--- src/core/tsc_consts.svh ---
// constants for the two-speed start-up and clock-fail block
// assumes one 200 MHz clock and 8-bit registers on a plain port
`ifndef TSC_CONSTS_SVH
`define TSC_CONSTS_SVH
`define TSC_ADDR_CTRL     2'h0
`define TSC_ADDR_STAT     2'h1
`define TSC_ADDR_FLAG     2'h2
`define TSC_ADDR_IRQEN    2'h3
`define TSC_CTRL_RESET    8'h38
`define TSC_BIT_SPLL      7
`define TSC_BIT_EXTERNAL_CLOCK_ACTIVE      5
`define TSC_BIT_T1RDY     7
`define TSC_BIT_FLAG      7
`define TSC_BIT_IRQEN     7
`define TSC_OST_COUNT     11'h400
`define TSC_LF_DIV        7'h40
`define TSC_MODE_EC       3'h3
`define TSC_MODE_INTERNAL_OSC_BLOCK   3'h4
`endif

--- src/core/tsc_pkg.sv ---
// types for the two-speed start-up and clock-fail block
// assumes tsc_consts.svh for the numbers
package tsc_pkg;
  typedef enum logic [2:0] {
    TSC_POR   = 3'h0,
    TSC_OST   = 3'h1,
    TSC_WINT  = 3'h2,
    TSC_HOLD  = 3'h3,
    TSC_EXT   = 3'h4,
    TSC_FAIL  = 3'h5,
    TSC_SLEEP = 3'h6,
    TSC_INT   = 3'h7
  } tsc_state_t;
  typedef enum logic [1:0] {
    TSC_SRC_INT = 2'h0,
    TSC_SRC_EXT = 2'h1,
    TSC_SRC_T1  = 2'h2
  } tsc_src_t;
  typedef enum logic [1:0] {
    TSC_OSC_LF = 2'h0,
    TSC_OSC_MF = 2'h1,
    TSC_OSC_HF = 2'h2
  } tsc_osc_t;
endpackage

--- src/core/tsc_clock_ctrl.sv ---
// clock source control: two-speed start-up and clock-fail monitor
// assumes fuses, sleep and wake are static or from the mclk domain;
// oscillator pins and analog status are asynchronous
//
// The address-and-strobe port and the register offsets are this design's own decisions.
`timescale 1ns/1ps
`default_nettype none
`include "tsc_consts.svh"
module tsc_clock_ctrl (
  input  wire logic        mclk,
  input  wire logic        rst_b,
  input  wire logic [1:0]  reg_addr,
  input  wire logic [7:0]  reg_wdata,
  input  wire logic        reg_wr,
  input  wire logic        reg_rd,
  output logic      [7:0]  reg_rdata,
  input  wire logic        two_speed_enable_fuse,
  input  wire logic        fail_monitor_enable_fuse,
  input  wire logic        pll_enable_fuse,
  input  wire logic [2:0]  oscillator_mode_fuse,
  input  wire logic        powerup_timer_done,
  input  wire logic        sleep_req,
  input  wire logic        wake_req,
  input  wire logic        timer1_osc_enable,
  input  wire logic        ext_clk,
  input  wire logic        t1_clk,
  input  wire logic        lf_osc_clk,
  input  wire logic        int_osc_clk,
  input  wire logic [6:0]  osc_flags,
  output tsc_pkg::tsc_src_t sys_clk_src,
  output logic             sys_clk_hold,
  output logic             cpu_run,
  output tsc_pkg::tsc_osc_t int_osc_src,
  output logic      [3:0]  int_freq,
  output logic             pll_on,
  output logic             clock_fail_irq
);
  // osc_flags: 6 t1 ready, 5 pll ready, 4 hf ready, 3 hf 2%,
  // 2 mf ready, 1 lf ready, 0 hf 0.5%

  // ----------------------------------------------------------------
  // helpers
  // ----------------------------------------------------------------
  function automatic logic is_crystal(input logic [2:0] mode);
    is_crystal = (mode < `TSC_MODE_EC);
  endfunction

  // where a fresh start leads, per clock select and mode
  function automatic tsc_pkg::tsc_state_t start_of(
      input logic [1:0] scs, input logic [2:0] mode);
    if (scs[1])
      start_of = tsc_pkg::TSC_INT;
    else if (scs == 2'h1 || is_crystal(mode))
      start_of = tsc_pkg::TSC_OST;
    else if (mode == `TSC_MODE_INTERNAL_OSC_BLOCK)
      start_of = tsc_pkg::TSC_INT;
    else
      start_of = tsc_pkg::TSC_EXT;
  endfunction

  function automatic tsc_pkg::tsc_osc_t osc_of(input logic [3:0] f);
    if (f[3:1] == 3'h0)
      osc_of = tsc_pkg::TSC_OSC_LF;
    else if (f[3] || f == 4'h3)
      osc_of = tsc_pkg::TSC_OSC_HF;
    else
      osc_of = tsc_pkg::TSC_OSC_MF;
  endfunction

  // ----------------------------------------------------------------
  // registers and synchronisers
  // ----------------------------------------------------------------
  tsc_pkg::tsc_state_t state;
  tsc_pkg::tsc_state_t next_state;
  logic [7:0]  ctrl;
  logic [10:0] sync1;
  logic [10:0] sync2;
  logic [3:0]  clk_prev;
  logic [10:0] ost_cnt;
  logic [5:0]  div_cnt;
  logic        latch;
  logic        external_clock_active;
  logic        fail_flag;
  logic        irq_en;
  logic        mon_now;
  logic        mon_fall;
  logic        int_fall;
  logic        lf_rise;
  logic        samp_rise;
  logic        samp_fall;
  logic        mon_active;
  logic        fail_det;
  logic        two_speed;
  logic        scs_change;
  logic        ctrl_wr;
  logic [7:0]  status;

  always_ff @(posedge mclk or negedge rst_b) begin
    if (!rst_b) begin
      sync1 <= 11'h000;
      sync2 <= 11'h000;
    end else begin
      sync1 <= {osc_flags, int_osc_clk, lf_osc_clk, t1_clk, ext_clk};
      sync2 <= sync1;
    end
  end

  always_ff @(posedge mclk or negedge rst_b) begin
    if (!rst_b)
      clk_prev <= 4'h0;
    else
      clk_prev <= sync2[3:0];
  end

  // monitored clock follows the select (timer1 or fuse source)
  assign mon_now  = (ctrl[1:0] == 2'h1) ? sync2[1] : sync2[0];
  assign mon_fall = ((ctrl[1:0] == 2'h1) ? clk_prev[1] : clk_prev[0])
                    && !mon_now;
  assign lf_rise  = sync2[2] && !clk_prev[2];
  assign int_fall = clk_prev[3] && !sync2[3];

  assign ctrl_wr    = reg_wr && reg_addr == `TSC_ADDR_CTRL;
  assign scs_change = ctrl_wr && reg_wdata[1:0] != ctrl[1:0];
  assign two_speed = fail_monitor_enable_fuse ||
                     (two_speed_enable_fuse && ctrl[1:0] == 2'h0 &&
                      is_crystal(oscillator_mode_fuse));

  // ----------------------------------------------------------------
  // control register
  // ----------------------------------------------------------------
  always_ff @(posedge mclk or negedge rst_b) begin
    if (!rst_b)
      ctrl <= `TSC_CTRL_RESET;
    else if (ctrl_wr)
      ctrl <= {reg_wdata[7:3], 1'b0, reg_wdata[1:0]};
  end

  // ----------------------------------------------------------------
  // start-up sequence
  // ----------------------------------------------------------------
  always_comb begin
    next_state = state;
    if (sleep_req) begin
      next_state = tsc_pkg::TSC_SLEEP;
    end else if (scs_change && state != tsc_pkg::TSC_SLEEP &&
                 state != tsc_pkg::TSC_POR) begin
      next_state = start_of(reg_wdata[1:0], oscillator_mode_fuse);
    end else begin
      unique case (state)
        tsc_pkg::TSC_POR:
          if (powerup_timer_done)
            next_state = start_of(ctrl[1:0], oscillator_mode_fuse);
        tsc_pkg::TSC_OST:
          if (mon_fall && ost_cnt == `TSC_OST_COUNT - 11'h1)
            next_state = tsc_pkg::TSC_WINT;
        tsc_pkg::TSC_WINT:
          if (int_fall)
            next_state = tsc_pkg::TSC_HOLD;
        tsc_pkg::TSC_HOLD:
          if (mon_fall)
            next_state = tsc_pkg::TSC_EXT;
        tsc_pkg::TSC_EXT:
          if (fail_det)
            next_state = tsc_pkg::TSC_FAIL;
        tsc_pkg::TSC_FAIL:
          next_state = tsc_pkg::TSC_FAIL;
        tsc_pkg::TSC_SLEEP:
          if (wake_req)
            next_state = start_of(ctrl[1:0], oscillator_mode_fuse);
        tsc_pkg::TSC_INT:
          next_state = tsc_pkg::TSC_INT;
      endcase
    end
  end

  always_ff @(posedge mclk or negedge rst_b) begin
    if (!rst_b)
      state <= tsc_pkg::TSC_POR;
    else
      state <= next_state;
  end

  // counts 1024 falls of the monitored source (external or timer1, per the select)
  always_ff @(posedge mclk or negedge rst_b) begin
    if (!rst_b)
      ost_cnt <= 11'h000;
    else if (next_state != tsc_pkg::TSC_OST || state != tsc_pkg::TSC_OST)
      ost_cnt <= 11'h000;
    else if (mon_fall)
      ost_cnt <= ost_cnt + 11'h001;
  end

  always_ff @(posedge mclk or negedge rst_b) begin
    if (!rst_b) begin
      external_clock_active         <= 1'b0;
      sys_clk_hold <= 1'b0;
      sys_clk_src  <= tsc_pkg::TSC_SRC_INT;
      cpu_run      <= 1'b0;
    end else begin
      external_clock_active <= (next_state == tsc_pkg::TSC_HOLD ||
               next_state == tsc_pkg::TSC_EXT) && !ctrl[1];
      sys_clk_hold <= next_state == tsc_pkg::TSC_HOLD;
      if (next_state == tsc_pkg::TSC_EXT)
        sys_clk_src <= (ctrl[1:0] == 2'h1) ? tsc_pkg::TSC_SRC_T1
                                           : tsc_pkg::TSC_SRC_EXT;
      else
        sys_clk_src <= tsc_pkg::TSC_SRC_INT;
      unique case (next_state)
        tsc_pkg::TSC_POR, tsc_pkg::TSC_SLEEP:
          cpu_run <= 1'b0;
        tsc_pkg::TSC_OST, tsc_pkg::TSC_WINT, tsc_pkg::TSC_HOLD:
          cpu_run <= two_speed;
        tsc_pkg::TSC_EXT, tsc_pkg::TSC_FAIL, tsc_pkg::TSC_INT:
          cpu_run <= 1'b1;
      endcase
    end
  end

  // ----------------------------------------------------------------
  // fail detector
  // ----------------------------------------------------------------
  always_ff @(posedge mclk or negedge rst_b) begin
    if (!rst_b)
      div_cnt <= 6'h00;
    else if (lf_rise)
      div_cnt <= div_cnt + 6'h01;
  end

  assign samp_rise = lf_rise && div_cnt == 6'h1f;
  assign samp_fall = lf_rise && div_cnt == 6'h3f;

  // fall of the source wins over a sample rise in the same cycle
  always_ff @(posedge mclk or negedge rst_b) begin
    if (!rst_b)
      latch <= 1'b0;
    else if (mon_fall)
      latch <= 1'b1;
    else if (samp_rise)
      latch <= 1'b0;
  end

  assign mon_active = fail_monitor_enable_fuse &&
                      state == tsc_pkg::TSC_EXT && !ctrl[1];
  assign fail_det   = mon_active && samp_fall && !latch;

  // ----------------------------------------------------------------
  // fail flag and interrupt
  // ----------------------------------------------------------------
  always_ff @(posedge mclk or negedge rst_b) begin
    if (!rst_b)
      fail_flag <= 1'b0;
    else if (fail_det)
      fail_flag <= 1'b1;
    else if (reg_wr && reg_addr == `TSC_ADDR_FLAG &&
             !reg_wdata[`TSC_BIT_FLAG] && state != tsc_pkg::TSC_FAIL)
      fail_flag <= 1'b0;
  end

  always_ff @(posedge mclk or negedge rst_b) begin
    if (!rst_b)
      irq_en <= 1'b0;
    else if (reg_wr && reg_addr == `TSC_ADDR_IRQEN)
      irq_en <= reg_wdata[`TSC_BIT_IRQEN];
  end

  always_ff @(posedge mclk or negedge rst_b) begin
    if (!rst_b) begin
      clock_fail_irq <= 1'b0;
      pll_on         <= 1'b0;
      int_osc_src    <= tsc_pkg::TSC_OSC_MF;
      int_freq       <= 4'h7;
    end else begin
      clock_fail_irq <= fail_flag && irq_en;
      pll_on <= pll_enable_fuse || ctrl[`TSC_BIT_SPLL];
      int_osc_src <= osc_of(ctrl[6:3]);
      int_freq    <= ctrl[6:3];
    end
  end

  // ----------------------------------------------------------------
  // read port
  // ----------------------------------------------------------------
  assign status = {timer1_osc_enable ? sync2[10] : 1'b1, sync2[9],
                   external_clock_active, sync2[8], sync2[7], sync2[6], sync2[5],
                   sync2[4]};

  always_ff @(posedge mclk or negedge rst_b) begin
    if (!rst_b) begin
      reg_rdata <= 8'h00;
    end else if (reg_rd) begin
      unique case (reg_addr)
        `TSC_ADDR_CTRL:  reg_rdata <= ctrl;
        `TSC_ADDR_STAT:  reg_rdata <= status;
        `TSC_ADDR_FLAG:  reg_rdata <= {fail_flag, 7'h00};
        `TSC_ADDR_IRQEN: reg_rdata <= {irq_en, 7'h00};
      endcase
    end else begin
      reg_rdata <= 8'h00;
    end
  end

  // ----------------------------------------------------------------
  // checks
  // ----------------------------------------------------------------
  property p_gate;
    @(posedge mclk) disable iff (!rst_b)
    (next_state == tsc_pkg::TSC_OST && !two_speed) |=> !cpu_run;
  endproperty
  a_gate: assert property (p_gate)
    else $error("start-up ran code without two-speed");

  property p_por;
    @(posedge mclk) disable iff (!rst_b)
    (state == tsc_pkg::TSC_POR && !powerup_timer_done && !sleep_req)
      |=> state == tsc_pkg::TSC_POR;
  endproperty
  a_por: assert property (p_por)
    else $error("left reset wait early");

  property p_ost_int;
    @(posedge mclk) disable iff (!rst_b)
    state == tsc_pkg::TSC_OST |-> sys_clk_src == tsc_pkg::TSC_SRC_INT;
  endproperty
  a_ost_int: assert property (p_ost_int)
    else $error("external clock used during timer count");

  property p_hold;
    @(posedge mclk) disable iff (!rst_b)
    (state == tsc_pkg::TSC_WINT && int_fall && !sleep_req && !scs_change)
      |=> sys_clk_hold && external_clock_active ##1 1'b1;
  endproperty
  a_hold: assert property (p_hold)
    else $error("no hold after internal fall");

  property p_fail;
    @(posedge mclk) disable iff (!rst_b)
    fail_det |=> fail_flag && sys_clk_src == tsc_pkg::TSC_SRC_INT;
  endproperty
  a_fail: assert property (p_fail)
    else $error("failure not handled");

  property p_keep;
    @(posedge mclk) disable iff (!rst_b)
    (state == tsc_pkg::TSC_FAIL && fail_flag) |=> fail_flag;
  endproperty
  a_keep: assert property (p_keep)
    else $error("flag cleared during fail state");

  property p_sleep;
    @(posedge mclk) disable iff (!rst_b)
    sleep_req |=> state == tsc_pkg::TSC_SLEEP && !external_clock_active && !cpu_run;
  endproperty
  a_sleep: assert property (p_sleep)
    else $error("sleep did not abort start-up");

  property p_pll;
    @(posedge mclk) disable iff (!rst_b)
    pll_enable_fuse |=> pll_on;
  endproperty
  a_pll: assert property (p_pll)
    else $error("pll off under fuse");

  property p_irq;
    @(posedge mclk) disable iff (!rst_b)
    $rose(fail_flag && irq_en) |-> !clock_fail_irq ##1 clock_fail_irq;
  endproperty
  a_irq: assert property (p_irq)
    else $error("interrupt missing");
endmodule
`default_nettype wire

--- config.mk ---
export PLATFORM = sky130hd
export DESIGN_NAME = tsc_clock_ctrl
export DESIGN_NICKNAME = d
export VERILOG_FILES = /design/src/core/tsc_pkg.sv /design/src/core/tsc_clock_ctrl.sv
export VERILOG_INCLUDE_DIRS = /design/src /design/src/core
export SDC_FILE = /design/constraint.sdc
export NUM_CORES = 1
export LEC_CHECK = 0
export BUFFER_PORTS_ARGS = -buffer_cell sky130_fd_sc_hd__buf_4
export CAP_MARGIN = 10
export CORE_MARGIN = 4
export CORE_UTILIZATION = 35
export DETAILED_ROUTE_END_ITERATION = 8
export PLACE_DENSITY = 0.63
export SLEW_MARGIN = 20
export SYNTH_ARGS = -nofsm -noshare
export SYNTH_HDL_FRONTEND = slang
export SYNTH_SLANG_ARGS = --single-unit
--- constraint.sdc ---
create_clock -name mclk -period 6.55 [get_ports mclk]
set_input_delay 0 -clock mclk [delete_from_list [all_inputs] [get_ports mclk]]
set_output_delay 0 -clock mclk [all_outputs]
set_load 0.02 [all_outputs]
# Word-level counts from Yosys, hierarchy flattened
# Index checks and enable logic that the tools add are counted.
[word_totals]
rom_bits = 0
latchBits = 0
elab_cells = 128
regBits = 77
mem_bits_rw = 0
n_memories = 0
inputBits = 35
out_inout_bits = 20
[op_classes]
magnitude_cmp = 1
mul = 0
addsub = 2
n_eq_ne = 29
bitwise = 0
n_div = 0
shift = 0
muxes = 30
n_reduce_logical = 47
[ops]
columns = ["op", "count"]
rows = [
  ["$mux 3", 12],
  ["$pmux 8 s4", 1],
  ["$eq 3x3->1 const B", 9],
  ["$pmux 3 s8", 1],
  ["$logic_and 1x1->1", 22],
  ["$mux 11", 2],
  ["$eq 3x2->1 const B", 4],
  ["$add 11x1->11 const B", 1],
  ["$eq 11x10->1 const B", 1],
  ["$mux 2", 5],
  ["$logic_not 3->1", 3],
  ["$mux 8", 1],
  ["$logic_or 1x1->1", 7],
  ["$mux 1", 7],
  ["$add 6x1->6 const B", 1],
  ["$eq 2x1->1 const B", 3],
  ["$eq 3x1->1 const B", 2],
  ["$eq 6x5->1 const B", 1],
  ["$eq 6x6->1 const B", 1],
  ["$logic_not 1->1", 6],
  ["$ne 3x1->1 const B", 2],
  ["$ne 3x3->1 const B", 2],
  ["$reduce_bool 2->1", 3],
  ["$reduce_or 3->1", 2],
  ["other kinds (8)", 10],
]

# Depth between registers and ports, before layout
# Gate-level depths: netlist of run 1.
[depth]
ltp_word = 12
ltp_mapped = 10
mapped_depth_nobuf = 9

# Worst setup path before layout of run 1
# No wires, ideal clock.
[synth_path]
path_type = "flip-flop to flip-flop"
from = "reg ctrl[1]"
to = "reg external_clock_active"
path_buffers = 1
path_stages_with_launch = 9
synth_period_minus_slack_ps = 2082
setup_slack_ps = 4468
required_ps = 6473
setup_ps = 77
t_arrival_ps = 2004
path_cell_list = "dfrtp_1 > buf_6 > and4bb_4 > a31oi_4 > nor4_4 > a221oi_2 > a22o_1 > or3_1 > a21oi_1"
[synth_between]
elab_chain_len = 12
elab_cells_between_ends = 29
classes_between = "4 x eq/ne; 12 x mux; 13 x reduce/logical"
[synth_lines]
columns = ["element", "line", "text"]
rows = [
  ["start, declared", "tsc_clock_ctrl.sv:75", "logic [7:0] ctrl;"],
  ["start signal, assigned", "tsc_clock_ctrl.sv:133", "ctrl <= `TSC_CTRL_RESET;"],
  ["start signal, assigned", "tsc_clock_ctrl.sv:135", "ctrl <= {reg_wdata[7:3], 1'b0, reg_wdata[1:0]};"],
  ["$eq 2x1->1", "tsc_clock_ctrl.sv:53, tsc_clock_ctrl.sv:116, tsc_clock_ctrl.sv:117", ""],
  ["$mux 1", "tsc_clock_ctrl.sv:116", "assign mon_now = (ctrl[1:0] == 2'h1) ? sync2[1] : sync2[0];"],
  ["$logic_not 1->1", "tsc_clock_ctrl.sv:118", "&& !mon_now;"],
  ["$logic_and 1x1->1", "tsc_clock_ctrl.sv:118", ""],
  ["$logic_and 1x1->1", "tsc_clock_ctrl.sv:154", "if (mon_fall && ost_cnt == `TSC_OST_COUNT - 11'h1)"],
  ["$mux 3", "tsc_clock_ctrl.sv:154", ""],
  ["$pmux 3 s8", "tsc_clock_ctrl.sv:149", "unique case (state)"],
  ["$mux 3", "tsc_clock_ctrl.sv:145", "end else if (scs_change && state != tsc_pkg::TSC_SLEEP &&"],
  ["$mux 3", "tsc_clock_ctrl.sv:143", "if (sleep_req) begin"],
  ["$eq 3x2->1 / $eq 3x3->1 (equally long branches)", "tsc_clock_ctrl.sv:200, tsc_clock_ctrl.sv:201", ""],
  ["$logic_or 1x1->1", "tsc_clock_ctrl.sv:200", "external_clock_active <= (next_state == tsc_pkg::TSC_HOLD ||"],
  ["$logic_and 1x1->1 (*)", "tsc_clock_ctrl.sv:201", "next_state == tsc_pkg::TSC_EXT) && !ctrl[1];"],
  ["end signal, assigned", "tsc_clock_ctrl.sv:200", ""],
  ["end, declared", "tsc_clock_ctrl.sv:82", "logic external_clock_active;"],
]
# Every way passes the cells marked *; elsewhere a longest branch is shown, timed or not.
# A chain may end at the register's enable or synchronous reset.

# Final worst setup path of run 1
[layout_path]
from = "reg ctrl[1]"
to = "reg cpu_run"
[layout_between]
elab_chain_len = 12
elab_cells_between_ends = 41
classes_between = "9 x eq/ne; 13 x mux; 19 x reduce/logical"
[layout_lines]
columns = ["element", "line", "text"]
rows = [
  ["$eq 2x1->1", "tsc_clock_ctrl.sv:53, tsc_clock_ctrl.sv:116, tsc_clock_ctrl.sv:117", ""],
  ["$mux 1", "tsc_clock_ctrl.sv:116", ""],
  ["$logic_not 1->1", "tsc_clock_ctrl.sv:118", ""],
  ["$logic_and 1x1->1", "tsc_clock_ctrl.sv:118", ""],
  ["$logic_and 1x1->1", "tsc_clock_ctrl.sv:154", ""],
  ["$mux 3", "tsc_clock_ctrl.sv:154", ""],
  ["$pmux 3 s8", "tsc_clock_ctrl.sv:149", ""],
  ["$mux 3 (*)", "tsc_clock_ctrl.sv:145", ""],
  ["$mux 3 (*)", "tsc_clock_ctrl.sv:143", ""],
  ["net next_state[0]", "tsc_clock_ctrl.sv:74", "tsc_pkg::tsc_state_t next_state;"],
  ["$eq 3x3->1 (tied with other cells)", "tsc_clock_ctrl.sv:208", "unique case (next_state)"],
  ["$reduce_or 3->1 / $reduce_or 2->1 (equally long branches)", "tsc_clock_ctrl.sv:208", ""],
  ["$pmux 1 s3 (*)", "tsc_clock_ctrl.sv:208", ""],
  ["end signal, assigned", "tsc_clock_ctrl.sv:212", "cpu_run <= two_speed;"],
  ["end, declared", "tsc_clock_ctrl.sv:32", "output logic cpu_run,"],
]
# Mark *: on every way through the listed nets, which the timed path passes. The rest lies on a longest branch.

==> results of run 1 <==
==> stage by stage <==
step	hold slack, ps	power (mW)	instance area, sq um	utilization
4_1_cts	84.7	1.23	4080	0.470
5_1_grt	89.6	1.28	4110	0.473
6_report	98.1	1.22	4110	0.473
3_3_place_gp	110	0.813	3600	0.415
2_1_floorplan	-296	0.734	3110	-
3_5_place_dp	111	0.820	3600	0.415
==> power by group <==
part	internal [mW]	switching [mW]
Sequential	0.540	0.0565
Clock	0.216	0.177
Combinational	0.119	0.114
==> cell families after synthesis <==
| group | synth area share |
|---|---|
| compound gates | 0.0713 |
| mux | 0.0556 |
| simple gates | 0.168 |
| buf+inv | 0.0201 |
| xor+xnor | 0.0536 |
| flops | 0.623 |
| fa+ha+maj | 0.00806 |
==> layout by cell type, fill, tap and decap left out, drive strengths merged, types with 3 or more instances in the layout <==
| cell type | instances |
|---|---|
| a21oi | 9 |
| a31oi | 3 |
| buf | 54 |
| clkbuf | 9 |
| clkinv | 3 |
| dfrtp | 70 |
| dfstp | 7 |
| dlygate4sd3 | 26 |
| inv | 7 |
| mux2 | 8 |
| mux2i | 6 |
| nand2 | 18 |
| nand2b | 6 |
| nand3 | 7 |
| nand3b | 4 |
| nand4 | 3 |
| nor2 | 31 |
| nor2b | 3 |
| nor3 | 5 |
| nor4 | 3 |
| o21bai | 3 |
| or3 | 4 |
| xnor2 | 9 |
| xor2 | 10 |
==> synth_stat cells (all sizes together), types with 6 or more instances <==
cell type  instances
a21oi              9
dfrtp             70
dfstp              7
inv                6
mux2               8
mux2i              6
nand2             18
nand2b             6
nand3              7
nor2              31
xnor2              9
xor2              10
==> worst max-delay path: stages (launching register included) <==
cell	delay (ps)
dfrtp_1	550
nand2b_2	270
a31oi_4	170
nor4_4	330
and2b_2	260
o221ai_2	220
inv_1	100
a21oi_1	120
a21oi_1	70
dlygate4sd3_1	560
==> metal layers <==
layer	wire, microns	part of all wire	GRT usage	vias up
li1	-	-	-	1022
met1	2720	0.44	0.159	1013
met2	3080	0.50	0.207	41
met3	252	0.041	0.0321	16
met4	142	0.023	0.0555	0
met5	0	0	0	-
==> cell type report <==
type                            count  area [sq um]  area share
Sequential cell                    77          1940       0.471
Multi-Input combinational cell    159          1110       0.269
Timing Repair Buffer               80           686       0.167
Tap cell                          108           135      0.0329
Clock buffer                        9           124      0.0301
Clock inverter                      7          98.8      0.0241
Inverter                            6          22.5     0.00548
==> worst max-delay path by stage <==
stage                                  endpoint  slack (ps)
after global routing                    cpu_run        3620
after detailed placement             ost_cnt[2]        4030
after floorplan           external_clock_active        4470
after global placement               ost_cnt[0]        4050
final                                   cpu_run        3780
after CTS                               cpu_run        3760
==> registers in the layout, indices dropped and copies added, names as in the netlist, 2 cells and up <==
signal / cells
sync1: 11
ctrl: 7
int_osc_src: 2
ost_cnt: 11
int_freq: 4
sys_clk_src: 2
state: 3
clk_prev: 4
reg_rdata: 8
sync2: 11
div_cnt: 6
==> run_results.csv, run 1 <==
group,metric,value,unit
outcome,status,"finished, final reports clean",
die,io_pins,55,
job,drv_cap,0,
synth,synth_ff_type,"dfrtp_1",
clocking,htree_levels,3,
detailed_routing,drt_iter0_drc,58,
clocking,postCtsSetupRepairBufs,0,
final_layout,drive_above_1_share,0.293,
setup_path,ff2ff_path_depth,9,
timing,slew_headroom,0.690,
timing,max_freq,361,MHz
detailed_routing,vias,2092,
synth,synth_cell_type_count,53,
die,row_count,34,
setup_path,cp-startpoint,"ctrl[1]",
clocking,root_buffer,"clkbuf_8",
synth,async_reset_ff_frac,1.00,
timing,slew_viol_final,0,
timing,fin_ws,3780,ps
clocking,cts_tree,"built",
clocking,cts.reportedPaths.clkPinSlew,80,ps
final_layout,nets,370,
timing,setup_viol,0,
timing,worst_slew_pin_slew,464,ps
final_layout,n_antenna_cell,0,
detailed_routing,drc,0,
detailed_routing,routed_via_density,4.69,
detailed_routing,wire_per_inst,13.9,microns
clocking,insertion_delay,340,ps
die,die-area,0.0104,sq mm
synth,yosys_warnings,0,
setup_path,regToRegSetupSlack,3780,ps
final_layout,syn_to_final_growth,32.3,%
global_routing,gr-total-overflow,0,
clocking,numCtsBuffers,9,
global_routing,grt_pass1_vias,2092,
clocking,cts_hold_buf,26,
die,die_y,102,microns
placement,port_buffers,53,
timing,finalHoldViolCount,0,
detailed_routing,routed_wl,6190,microns
synth,synth_nets,286,
detailed_routing,dr.pass1.iters,4,
placement,placedCellCount,403,
final_layout,final.fill_count,778,
synth,syn_area,0.00311,sq mm
synth,synth-edff-count,0,
pwr,powerDensity,297,mW/mm^2
die,start_util,0.358,
timing,rsz0062_at_grt,"no",
timing,min_period,2770,ps
setup_path,cp_max_fo,11,
synth,ys_seq_area_frac,0.623,
setup_path,worst-endpoint-arrival,3000,ps
setup_path,start_kind,"flop",
setup_path,critPathRequiredTime,6780,ps
synth,yosys.area.top_type,"dfrtp_1",
clocking,cts_sinks,77,
clocking,post_cts_resized,0,
pwr,p_leak,1.80,nW
die,dieWidth,102,microns
global_routing,grt_usage,0.127,
pwr,ir_worst_vdd,0.0000956,V
timing,setup_tns,0,ps
synth,synth_cells,249,
synth,synth_top_cells_by_area,"dfrtp_1, dfstp_2, nor2_1, mux2_2, xor2_1",
final_layout,stdcell_count,446,
setup_path,crit_type,"reg2reg",
setup_path,critPathCaptureType,"flop",
global_routing,grt_max_degree,78,
setup_path,r2r-end,"cpu_run",
clocking,cts.path.max_buffers,2,
placement,finalWeightedCongestion,0.792,
die,coreArea,0.00868,sq mm
synth,synth_top_area_frac,0.564,
worst_hold_path,hold_class,"in2async",
synth,post_synth.cell_area_avg,12.5,sq um
setup_path,r2r-start,"ctrl[1]",
timing,skew,5.84,ps
global_routing,antenna_found_initial,0,
placement,dp_slack,4030,ps
synth,synth-seq-cells,77,
detailed_routing,postRouteAntennaNets,0,
global_routing,grt_first_pass_wirelength,10100,microns
timing,fin_crit_sh,0.423,
placement,place_hpwl,4240,microns
(Power assumes the default switching activity.)
==> inputs of run 2 (changes only) <==
==> constraint.sdc (replaced) <==
create_clock -name mclk -period 2.7 [get_ports mclk]
set_input_delay 0 -clock mclk [delete_from_list [all_inputs] [get_ports mclk]]
set_output_delay 0 -clock mclk [all_outputs]
set_load 0.02 [all_outputs]
==> run 2 against run 1 <==
  * Worst hold slack lost 91 ps
  * Largest cell class unchanged
  * Clock skew grew 1.2 ps
  * Die area is the same
  * Highest routed layer unchanged
  * Largest power group unchanged
  * Critical path type unchanged
==> run_results.csv, run 2 (same netlist as run 1, synthesis figures left out) <==
group,metric,value,unit
outcome,status,"finished, final reports clean",
detailed_routing,routed_wl,6190,microns
die,start_util,0.358,
final_layout,final.fill_count,819,
pwr,powerDensity,717,mW/mm^2
global_routing,grt_pass1_vias,2146,
global_routing,gr-total-overflow,0,
pwr,ir_worst_vdd,0.000243,V
final_layout,syn_to_final_growth,33.2,%
timing,worst_slew_pin_slew,951,ps
final_layout,most-common-layout-cells,"dfrtp_1, buf_4, nor2_1, dlygate4sd3_1, nand2_1",
timing,worst_hold_slack,7.28,ps
timing,fin_crit_sh,0.863,
clocking,post_cts_resized,0,
clocking,root_buffer,"clkbuf_8",
timing,finalHoldViolCount,0,
timing,setup_viol,0,
global_routing,grt_max_degree,78,
clocking,cts.path.max_buffers,2,
pwr,comb_power_share,0.202,
detailed_routing,dr.pass1.iters,4,
detailed_routing,wire_per_inst,13.7,microns
final_layout,drive_above_1_share,0.303,
global_routing,antenna_found_initial,0,
die,die-area,0.0104,sq mm
detailed_routing,drt_iter0_drc,40,
final_layout,n_antenna_cell,0,
global_routing,grt_usage,0.129,
final_layout,regArea,0.00194,sq mm
placement,finalWeightedCongestion,0.914,
worst_hold_path,hold_class,"in2reg",
timing,max_freq,429,MHz
global_routing,grt_first_pass_wirelength,10300,microns
timing,min_period,2330,ps
clocking,cts.reportedPaths.clkPinSlew,80,ps
timing,rsz0062_at_grt,"no",
die,io_pins,55,
pwr,finalPower,2.97,mW
timing,slew_viol_final,0,
final_layout,reg.largest.list,"ost_cnt (11), sync1 (11), sync2 (11)",
setup_path,worst-endpoint-arrival,2600,ps
placement,port_buffers,53,
timing,setup_tns,0,ps
setup_path,critPathCaptureType,"flop",
pwr,clock_power_share,0.321,
die,dieWidth,102,microns
pwr,p_int,2.13,mW
timing,skew,7.07,ps
clocking,cts_sinks,77,
pwr,p_leak,1.82,nW
detailed_routing,postRouteAntennaNets,0,
clocking,insertion_delay,350,ps
detailed_routing,routed_via_density,4.69,
final_layout,layout_commonest_cell,"dfrtp_1",
setup_path,crit_type,"reg2reg",
clocking,htree_levels,3,
pwr,pwr-share-seq,0.478,
placement,place_hpwl,4380,microns
final_layout,fin_util,0.477,
final_layout,nets,375,
die,coreArea,0.00868,sq mm
detailed_routing,vias,2113,
timing,slew_headroom,0.366,
clocking,numCtsBuffers,9,
setup_path,critPathRequiredTime,2970,ps
setup_path,cp_max_fo,11,
setup_path,start_kind,"flop",
detailed_routing,drc,0,
clocking,cts_tree,"built",
final_layout,multi_input_area,0.00111,sq mm
job,drv_cap,0,
die,die_y,102,microns
pwr,switching_share,0.283,
die,row_count,34,
placement,dp_slack,166,ps
pwr,p_switching,841,uW
timing,fin_ws,369,ps
run 2: cell types whose count changed in the layout (fill, tap and decap cells not counted):
cell and delta:
clkinvlp_4 +1, clkinv_4 -1, buf_12 +1, buf_16 -1, buf_4 +5
run 2: final cells by class:
class,instances,share of cell area
Clock buffer,9,0.0299
Clock inverter,7,0.0236
Inverter,6,0.00544
Multi-Input combinational cell,159,0.268
Sequential cell,77,0.468
Tap cell,108,0.0327
Timing Repair Buffer,85,0.173
run 2: metal layers:
metal	wire length (microns)	share of wire	track usage
met1	2640	0.43	0.159
met2	3150	0.51	0.212
met4	128	0.021	0.0575
met3	273	0.044	0.0341
met5	0	0	0
run 2: metrics by stage:
| stage | instance area, sq um | std cells |
|---|---|---|
| 3_5_place_dp | 3640 | 408 |
| 3_3_place_gp | 3640 | 408 |
| 6_report | 4140 | 451 |
| 5_1_grt | 4140 | 451 |
| 4_1_cts | 4120 | 450 |
| 2_1_floorplan | 3110 | 249 |
run 2: critical path, stage by stage (launching register included):
cell and delay (ps):
dfrtp_1 560, nand2b_2 270, a31oi_4 170, nor4_4 330
a221oi_2 130, a22o_1 280, or3_1 380, a21oi_1 150
run 2: power groups by stage:
stage | sequential, mW | combinational (mW) | clock [mW]
2_1_floorplan | 1.45 | 0.327 | 0
3_3_place_gp | 1.44 | 0.566 | 0
3_5_place_dp | 1.44 | 0.572 | 0
4_1_cts | 1.42 | 0.604 | 0.980
5_1_grt | 1.44 | 0.653 | 1.03
6_report | 1.42 | 0.598 | 0.951
run 2: repair_timing:
item                                    in CTS  in global routing
hold endpoints to repair                    95                  0
buffers inserted                             0                  1
hold buffers                                26                  0
endpoints found under the setup margin       0                  9
run 2: final timing paths:
check / start / to / slack (ps) / depth (start not counted)
setup / recovery: ctrl[1] / external_clock_active / 370 / 7
hold / removal: two_speed_enable_fuse / cpu_run / 7 / 3
setup reg to reg: ctrl[1] / external_clock_active / 370 / 7
hold reg to reg: sync1[6] / sync2[6] / 350 / 0
max in group asynchronous: rst_b / ctrl[1] / 1750 / 2
min in group asynchronous: rst_b / ost_cnt[5] / 340 / 2
